==> src/design/sfsp_defines.svh <==
// constants for the serial flash slave port
`ifndef SFSP_DEFINES_SVH
`define SFSP_DEFINES_SVH
`define SFSP_UNIT_BITS      4'h8
`define SFSP_BIT_LAST       3'h7
`define SFSP_BIT_ZERO       3'h0
`define SFSP_SECTOR_LSB     12
`define SFSP_BLOCK_LSB      15
`define SFSP_ADDR_W         24
`define SFSP_ADDR_BYTES     2'h3
`endif

==> src/design/sfsp_pkg.sv <==
// types for the serial flash slave port
package sfsp_pkg;
  typedef enum logic [1:0] {
    SFSP_IDLE   = 2'b00,
    SFSP_ACTIVE = 2'b01,
    SFSP_PAUSE  = 2'b10
  } sfsp_state_t;
  typedef enum logic [1:0] {
    SFSP_PH_OP   = 2'b00,
    SFSP_PH_ADDR = 2'b01,
    SFSP_PH_DATA = 2'b10
  } sfsp_phase_t;
endpackage

==> src/design/sfsp_sync_if.sv <==
// synchronised pin levels and edges shared between modules
interface sfsp_sync_if;
  logic sck;
  logic sck_rise;
  logic sck_fall;
  logic sel_n;
  logic sel_fall;
  logic din;
  logic pause_n;
  logic wprot_n;
  modport src (output sck, sck_rise, sck_fall, sel_n, sel_fall, din,
               pause_n, wprot_n);
  modport dst (input sck, sck_rise, sck_fall, sel_n, sel_fall, din,
               pause_n, wprot_n);
endinterface

==> src/design/sfsp_port.sv <==
// serial flash slave port: framing, bit capture, output shifting, pause
// Functional notes
// RL1 - capture input bits on clock rise
// RL2 - shift output bits on clock fall
// RL3 - new sequence only on select fall
// RL4 - master holds select low whole sequence
// RL5 - work in modes 0 and 3
// RL6 - tolerate either idle clock level
// RL7 - decode 4K sectors and 32K blocks
// RL8 - pause suspends transfer, keeps state
// RL9 - protect pin gates lock bit effect
// RL10 - every unit is eight clock cycles
// RL11 - pause entry and exit at clock low
// RL12 - paused: output off, select resets
// RL13 - deselected: output off, partial bits dropped
`include "sfsp_defines.svh"
module sfsp_port (
  input  wire logic        clock,
  input  wire logic        resetn,
  input  wire logic        sck,
  input  wire logic        sel_n,
  input  wire logic        din,
  input  wire logic        pause_n,
  input  wire logic        wprot_n,
  input  wire logic        dout_oe_n_req,
  output logic             dout,
  output logic             dout_oe_n,
  input  wire logic [7:0]  tx_byte,
  output logic             tx_take,
  input  wire logic        protect_lock_bit,
  output logic             lock_effective,
  output logic [7:0]       rx_byte,
  output logic             rx_valid,
  output logic             rx_is_op,
  output logic             cmd_start,
  output logic [23:0]      addr,
  output logic             addr_valid,
  output logic [11:0]      sector_idx,
  output logic [8:0]       block_idx,
  output logic             paused
);
  sfsp_sync_if sy ();
  sfsp_sync u_sync (
    .clock       (clock),
    .resetn      (resetn),
    .sck_pin     (sck),
    .sel_n_pin   (sel_n),
    .din_pin     (din),
    .pause_n_pin (pause_n),
    .wprot_n_pin (wprot_n),
    .sy          (sy)
  );

  sfsp_pkg::sfsp_state_t state_q, state_d;
  sfsp_pkg::sfsp_phase_t phase_q;
  logic [2:0]  bit_q;
  logic [6:0]  shin_q;
  logic [7:0]  shout_q;
  logic        out_q;
  logic [7:0]  rx_q;
  logic        rxv_q;
  logic        isop_q;
  logic        start_q;
  logic [1:0]  abytes_q;
  logic [23:0] addr_q;
  logic        addrv_q;
  logic        take_q;

  wire active  = (state_q == sfsp_pkg::SFSP_ACTIVE);
  wire sck_low = ~sy.sck;
  // pause enters and leaves only in a low clock phase; a pin change while
  // the clock is high waits here until the clock falls
  wire want_pause  = ~sy.pause_n & sck_low & ~sy.sel_n;
  wire want_resume = sy.pause_n & sck_low;
  // rises only count while active, so a mode 3 idle-high clock at select
  // fall never produces a spurious bit
  wire bit_rise    = active & sy.sck_rise;
  wire bit_fall    = active & sy.sck_fall;
  wire unit_done   = bit_rise & (bit_q == `SFSP_BIT_LAST);
  wire [7:0] unit  = {shin_q, sy.din};

  // RL3 framing, RL8 RL11 RL12 pause
  always_comb begin
    state_d = state_q;
    case (state_q)
      sfsp_pkg::SFSP_IDLE: begin
        if (sy.sel_fall) state_d = sfsp_pkg::SFSP_ACTIVE;
      end
      sfsp_pkg::SFSP_ACTIVE: begin
        if (sy.sel_n) state_d = sfsp_pkg::SFSP_IDLE;
        else if (want_pause) state_d = sfsp_pkg::SFSP_PAUSE;
      end
      sfsp_pkg::SFSP_PAUSE: begin
        if (sy.sel_n) state_d = sfsp_pkg::SFSP_IDLE;
        else if (want_resume) state_d = sfsp_pkg::SFSP_ACTIVE;
      end
      default: state_d = sfsp_pkg::SFSP_IDLE;
    endcase
  end

  always_ff @(posedge clock or negedge resetn) begin
    if (!resetn) state_q <= sfsp_pkg::SFSP_IDLE;
    else state_q <= state_d;
  end

  // RL1 RL10 bit capture into eight-bit units
  always_ff @(posedge clock or negedge resetn) begin
    if (!resetn) begin
      bit_q  <= `SFSP_BIT_ZERO;
      shin_q <= 7'h00;
    end else if (state_q == sfsp_pkg::SFSP_IDLE) begin
      // RL13 drop partial bits
      bit_q  <= `SFSP_BIT_ZERO;
      shin_q <= 7'h00;
    end else if (bit_rise) begin
      bit_q  <= bit_q + 3'h1;
      shin_q <= unit[6:0];
    end
  end

  always_ff @(posedge clock or negedge resetn) begin
    if (!resetn) begin
      rx_q    <= 8'h00;
      rxv_q   <= 1'b0;
      isop_q  <= 1'b0;
      phase_q <= sfsp_pkg::SFSP_PH_OP;
      start_q <= 1'b0;
    end else begin
      rxv_q   <= unit_done;
      start_q <= sy.sel_fall & (state_q == sfsp_pkg::SFSP_IDLE);
      if (state_q == sfsp_pkg::SFSP_IDLE) begin
        phase_q <= sfsp_pkg::SFSP_PH_OP;
      end else if (unit_done) begin
        rx_q   <= unit;
        isop_q <= (phase_q == sfsp_pkg::SFSP_PH_OP);
        if (phase_q == sfsp_pkg::SFSP_PH_OP)
          phase_q <= sfsp_pkg::SFSP_PH_ADDR;
        else if (phase_q == sfsp_pkg::SFSP_PH_ADDR &&
                 abytes_q == `SFSP_ADDR_BYTES - 2'h1)
          phase_q <= sfsp_pkg::SFSP_PH_DATA;
      end
    end
  end

  // address gathered msb byte first
  always_ff @(posedge clock or negedge resetn) begin
    if (!resetn) begin
      abytes_q <= 2'h0;
      addr_q   <= 24'h000000;
      addrv_q  <= 1'b0;
    end else if (state_q == sfsp_pkg::SFSP_IDLE) begin
      abytes_q <= 2'h0;
      addrv_q  <= 1'b0;
    end else if (unit_done && phase_q == sfsp_pkg::SFSP_PH_ADDR) begin
      abytes_q <= abytes_q + 2'h1;
      addr_q   <= {addr_q[15:0], unit};
      addrv_q  <= (abytes_q == `SFSP_ADDR_BYTES - 2'h1);
    end
  end

  // RL2 output shift on clock fall
  always_ff @(posedge clock or negedge resetn) begin
    if (!resetn) begin
      shout_q <= 8'h00;
      out_q   <= 1'b0;
      take_q  <= 1'b0;
    end else begin
      take_q <= 1'b0;
      if (bit_fall) begin
        if (bit_q == `SFSP_BIT_ZERO) begin
          out_q   <= tx_byte[7];
          shout_q <= {tx_byte[6:0], 1'b0};
          take_q  <= 1'b1;
        end else begin
          out_q   <= shout_q[7];
          shout_q <= {shout_q[6:0], 1'b0};
        end
      end
    end
  end

  assign dout      = out_q;
  // RL12 RL13 output released unless actively selected
  assign dout_oe_n = ~active | dout_oe_n_req;
  assign tx_take   = take_q;
  // RL9 lock bit counts only with protect pin low
  assign lock_effective = protect_lock_bit & ~sy.wprot_n;
  assign rx_byte    = rx_q;
  assign rx_valid   = rxv_q;
  assign rx_is_op   = isop_q;
  assign cmd_start  = start_q;
  assign addr       = addr_q;
  assign addr_valid = addrv_q;
  // RL7 sector and block decode
  assign sector_idx = addr_q[`SFSP_ADDR_W-1:`SFSP_SECTOR_LSB];
  assign block_idx  = addr_q[`SFSP_ADDR_W-1:`SFSP_BLOCK_LSB];
  assign paused     = (state_q == sfsp_pkg::SFSP_PAUSE);
endmodule // sfsp_port

==> src/design/sfsp_sync.sv <==
// two-flop input synchronisers with edge detection
module sfsp_sync (
  input  wire logic  clock,
  input  wire logic  resetn,
  input  wire logic  sck_pin,
  input  wire logic  sel_n_pin,
  input  wire logic  din_pin,
  input  wire logic  pause_n_pin,
  input  wire logic  wprot_n_pin,
  sfsp_sync_if.src   sy
);
  logic [4:0] meta_q;
  logic [4:0] sync_q;
  logic       sck_old_q;
  logic       sel_old_q;

  always_ff @(posedge clock or negedge resetn) begin
    if (!resetn) begin
      meta_q    <= 5'h1b;
      sync_q    <= 5'h1b;
      // matches the reset level of the clock synchroniser, so no false
      // edge is seen right after reset
      sck_old_q <= 1'b1;
      sel_old_q <= 1'b1;
    end else begin
      meta_q    <= {wprot_n_pin, pause_n_pin, din_pin, sel_n_pin, sck_pin};
      sync_q    <= meta_q;
      sck_old_q <= sync_q[0];
      sel_old_q <= sync_q[1];
    end
  end

  assign sy.sck      = sync_q[0];
  assign sy.sel_n    = sync_q[1];
  assign sy.din      = sync_q[2];
  assign sy.pause_n  = sync_q[3];
  assign sy.wprot_n  = sync_q[4];
  assign sy.sck_rise = sync_q[0] & ~sck_old_q;
  assign sy.sck_fall = ~sync_q[0] & sck_old_q;
  assign sy.sel_fall = ~sync_q[1] & sel_old_q;
endmodule // sfsp_sync

==> config.mk <==
export PLATFORM = sky130hd
export DESIGN_NAME = sfsp_port
export DESIGN_NICKNAME = d
export VERILOG_FILES = /design/src/design/sfsp_pkg.sv /design/src/design/sfsp_sync_if.sv /design/src/design/sfsp_port.sv /design/src/design/sfsp_sync.sv
export VERILOG_INCLUDE_DIRS = /design/src /design/src/design
export SDC_FILE = /design/constraint.sdc
export NUM_CORES = 1
export LEC_CHECK = 0
export BUFFER_PORTS_ARGS = -buffer_cell sky130_fd_sc_hd__clkbuf_2
export CORE_MARGIN = 2
export CORE_UTILIZATION = 41
export CTS_CLUSTER_DIAMETER = 100
export DETAILED_ROUTE_END_ITERATION = 12
export GPL_TIMING_DRIVEN = 0
export PLACE_DENSITY_LB_ADDON = 0.05
export SYNTH_ARGS = -nofsm -noshare
export SYNTH_HDL_FRONTEND = slang
export SYNTH_SLANG_ARGS = --single-unit
==> constraint.sdc <==
create_clock -name clock -period 3.5 [get_ports clock]
set_input_delay 0.175 -clock clock [delete_from_list [all_inputs] [get_ports clock]]
set_output_delay 0.175 -clock clock [all_outputs]
set_load 0.03 [all_outputs]
### After elaboration in Yosys (flattened, before gate mapping)

Index checks and enable logic that the tools add are counted.

* flip-flop bits (word level): 74
* input bits: 17
* output and inout port bits: 62
* word-level logic and storage cells: 82

* $add $sub $neg: 2
* equal/unequal tests: 8
* muxes and demuxes: 22
* bitwise operators: 19
* reduce and logical (&&, ||, !) cells: 13

Operators with widths (count)
* $mux 2: 11
* $mux 7: 2
* $and 1x1->1: 11
* $mux 8: 1
* $not 1->1: 7
* $mux 3: 2
* $ne 3x1->1 const B: 2
* $pmux 2 s3: 1
* $reduce_and 2->1: 3
* $reduce_bool 2->1: 3
* $mux 1: 5
* $eq 2x1->1 const B: 2
* $eq 2x2->1 const B: 2
* $logic_not 2->1: 2
* $add 3x1->3 const B: 1
* $eq 3x3->1 const B: 1
* $logic_not 3->1: 1
* $reduce_and 3->1: 1
* $reduce_bool 3->1: 1
* $add 2x1->2 const B: 1
* $logic_and 1x1->1: 2
* $ne 2x2->1 const B: 1
* $or 1x1->1: 1

### Logic depth before layout (Yosys ltp)

* depth in word-level cells: 7
* mapped depth: 7
* gate-level depth less buffers: 5

### By module

A second synthesis with hierarchy kept.

* cell total of the unflattened synthesis: 246
* area total of the unflattened synthesis: 3114.2 um^2

By module, submodules not included
* sfsp_port: instances 1, cells an instance 231, area an instance 2780.2 um^2, seq. area each 1526.5 um^2
* sfsp_sync: instances 1, cells an instance 15, area an instance 334.1 um^2, seq. area each 312.8 um^2

### Worst setup path before layout

OpenSTA, ideal clock, no wires.

* kind: reg2reg
* start: register bit_q[0]
* end: register addr_q[10], in the netlist addr[10]
* setup time: 125 ps
* arrival: 1638 ps
* path slack: 1737 ps
* cell stages (with the launch flop): 8
* period minus slack after synthesis: 1763 ps
* cells stage by stage: dfrtp_1 > ha_1 > ha_1 > nor2b_1 > and3_1 > buf_6 > buf_6 > mux2_4

* longest elaborated chain between the ends: 4

Ends and longest elaborated chain
* start, declared: line sfsp_port.sv:56 `logic [2:0] bit_q;`
* start signal, assigned: line sfsp_port.sv:109 `` bit_q <= `SFSP_BIT_ZERO; ``
* start signal, assigned: line sfsp_port.sv:113 `` bit_q <= `SFSP_BIT_ZERO; ``
* start signal, assigned: line sfsp_port.sv:116 `bit_q <= bit_q + 3'h1;`
* $eq 3x3->1 (no line)
* $and 1x1->1: line sfsp_port.sv:79 `` wire unit_done = bit_rise & (bit_q == `SFSP_BIT_LAST); ``
* $logic_and 1x1->1: line sfsp_port.sv:154 `end else if (unit_done && phase_q == sfsp_pkg::SFSP_PH_ADDR) begin`
* $reduce_and 2->1 (no line)
* end signal, assigned: line sfsp_port.sv:156 `addr_q <= {addr_q[15:0], unit};`
* end, declared: line sfsp_port.sv:65 `logic [23:0] addr_q;`

Every way passes these cells.
A chain may end at the register's enable or synchronous reset.

### Worst setup path after layout

* start: register bit_q[0]
* end: register addr_q[16], in the netlist addr[16]

Same word-level chain as after synthesis.

==> impl_results.md <==
- Final period demand of the worst path: 1.87 ns
- Final #Nets: 350
- Setup violations, final: 0
- Initial Util: 42.3%
- First-iteration detailed-routing DRC count: 72
- Max-Cap Viols: 0
- Final GP Congestion: 0.697
- Die Height: 90.2 um
- Syn_nets: 254
- CORE AREA: 7210 um^2
- ANT nets after route: 0
- Synth cell count leaders: dfrtp_1, nand2_1, buf_4, mux2_4, mux2_1
- Unrepaired setup endpoints after global routing: false
- Maximum vdd drop: 0.231 mV
- Startpoint types: register
- Cells after Synth: 233
- Wirelength per Cell: 12.6 um
- Endpoints failing hold: 0
- Die area: 8140 um^2
- Synth Area per Inst: 13.1 um^2
- Crit path buf inv count: 2
- Clock Power Share: 42.2%
- Status: finished, final reports clean
- P_sw: 389 uW
- Clk_skew: 0.00439 ns
- Synthesized flop and latch total: 73
- H-tree depth: 3
- Vias post-DR: 1,932
- Most numerous cell in the Yosys netlist: dfrtp_1
- Sw frac: 22.2%
- Vias in the first global route: 1,872
- Pwr dens: 453 nW/um^2
- Critical-path cell list: ha_1 -> ha_1 -> nor2b_1 -> and3_1 -> buf_6 -> buf_6 -> mux2_4
- DRC errors left: 0
- Layout Cells excl Fill: 433
- Drt pass-1 iters: 4
- DP Cell Count: 411
- Logic pwr share: 6.4%
- Compound-cell area share of the yosys netlist: 4.72%
- Root Buffer: clkbuf_8
- Hold/Removal Path Class: primary input to register
- Clk buf depth: 2
- First-pass GRT wire length: 9160 um
- Largest delay share family, worst path: simple AND/OR/NAND/NOR gates
- Critical path start-end classification: register to register
- Min Hold Slack: 0.0650 ns
- Post-synth top area cell: dfrtp_1
- Die Span X: 90.2 um
- Ratio of cells with drive above 1 in the final layout: 44.6%
- DP HPWL: 3850 um
- Static Leak: 2.06 nW
- PortBufs: 78
- WL final: 5460 um
- Asr flop ratio synth: 100%
- Via density: 4.46
- Internal power: 1.37 mW
- TNS Setup: 0 ns
- Total gr overflow: 0
- Total CTS buffers: 9
- Final worst path period share: 53.6%
- Synth top area share: 51.7%
- Pins Over Slew Limit: 0
- Cts hold-fix bufs: 6
- Clock latency on the worst-skew pair: 0.33 ns
- Max transition margin: 62.5%
- Row cnt: 31
- Fin area: 3870 um^2
- Largest net degree at the start of global routing: 43
- Arr. time, crit path: 2.10 ns
- Number of setup buffers added after CTS: 0
- Max frequency: 0.533 GHz
- Clock sinks: 73
- Largest family of logic cells by synthesized area: multiplexers
- Yosys Warn Count: 0
- Most used flip-flop cell after synthesis: dfrtp_1
- Clk slew on worst S/H paths: 0.07 ns
- Total GRT Usage: 14.2%
- Xor/xnor share of the synthesized area: 0%
- N_diodes: 0
- Synth Cell Area: 3050 um^2
- # IOs: 79
- Synth top area cells: dfrtp_1, dfstp_2, mux2_4
- Initial antenna violation count: 0
- Crit-path max cell delay: 0.37 ns
- CTS tree: done
- DP Area: 3590 um^2
- Total power draw: 1.75 mW
- Flop pwr share: 51.4%
- Yosys cell types: 33
- Setup crit end kind: register
- Sequential-to-total area share from yosys stat: 60.3%
- Post-synthesis mux area share: 16.9%
- Worst slew pin tran: 0.563 ns
- Post-synth EDFFs: 0
- Post-synthesis simple-gate area fraction: 8.17%
- Critical-path maximum fanout: 10
- Worst EP required: 3.72 ns
- Synthesis-to-layout area growth: 27.1%
- Post-Synth Adder-Cell Area: 1.64%
- CTS resizes: 0
- Crit path max-delay cell type: dfrtp_1
-- placed cells by master, fill, tap and decap left out, drive strengths merged, types with 6 or more instances in the layout --
cell,netlist,final
a21oi,9,9
buf,26,27
clkbuf,6,95
dfrtp,63,63
dfstp,10,10
dlygate4sd3,0,6
inv,6,6
mux2,32,32
mux2i,9,9
nand2,26,26
nor2,9,9
o21ai,13,13
-- through the flow --
stage,setup slack (ns),utilization (%)
after CTS,1.60,53.7
after global routing,1.48,53.7
after floorplan,1.74,-
final,1.63,53.7
after detailed placement,1.61,49.7
after global placement,1.59,49.4
-- layout make-up --
type | count | area [um^2]
fillers | 644 | 3340
inverters | 6 | 22.5
repair buffers | 85 | 473
clock inverters | 5 | 77.6
plain buffers | 32 | 230
clock buffers | 11 | 151
flip-flops and latches | 73 | 1840
well taps | 99 | 124
multi-input cells | 122 | 957
-- final timing paths --
kind	startpoint	endpoint	slack [ns]	cells after the start
worst max register to register	bit_q[0]	addr[16]	1.63	7
worst max-delay path	bit_q[0]	addr[16]	1.63	7
worst min register to register	u_sync.meta_q[1]	u_sync.sync_q[1]	0.35	0
min in group asynchronous	resetn	rx_byte[2]	0.35	2
worst min-delay path	tx_byte[0]	shout_q[1]	0.07	3
max in group asynchronous	resetn	u_sync.sync_q[4]	2.52	3
-- power groups by stage --
stage | registers (mW) | logic, mW | clock network, mW
after floorplan | 0.923 | 0.0548 | 0
after global placement | 0.918 | 0.105 | 0
after detailed placement | 0.919 | 0.110 | 0
after CTS | 0.903 | 0.116 | 0.764
after global routing | 0.908 | 0.127 | 0.809
final | 0.903 | 0.112 | 0.740
-- logic make-up after synthesis --
| group | count (synthesis) |
|---|---|
| AOI/OAI and AO/OA | 26 |
| DFF | 73 |
| and+or+nand+nor | 51 |
| buffers and inverters | 38 |
| adders and majority gates | 4 |
| muxes | 41 |
-- registers in the layout, summed over array words and instances (netlist names), 2 cells and up --
| register | cells |
|---|---|
| state_q | 2 |
| u_sync.sync_q | 5 |
| bit_q | 3 |
| addr | 24 |
| rx_byte | 8 |
| u_sync.meta_q | 5 |
| shin_q | 7 |
| shout_q | 7 |
| phase_q | 2 |
| abytes_q | 2 |
-- per-layer routing --
layer	vias to the layer above	share of wire, %	GRT usage, %
met3	9	4.6	4.53
met1	913	49	20.3
met5	-	0	0
met4	0	1.4	5.00
met2	52	45	20.5
li1	958	-	-
-- worst reg2reg max path, delay by kind of cell, from the launching register on --
kind                     cells  cell delay [ns]
flip-flops                   1             0.37
AND/OR/NAND/NOR              2             0.42
multiplexers                 1             0.31
buffers and inverters        2             0.34
adder cells (fa/ha/maj)      2             0.31
Note: power is estimated with default switching activity, not from simulation.
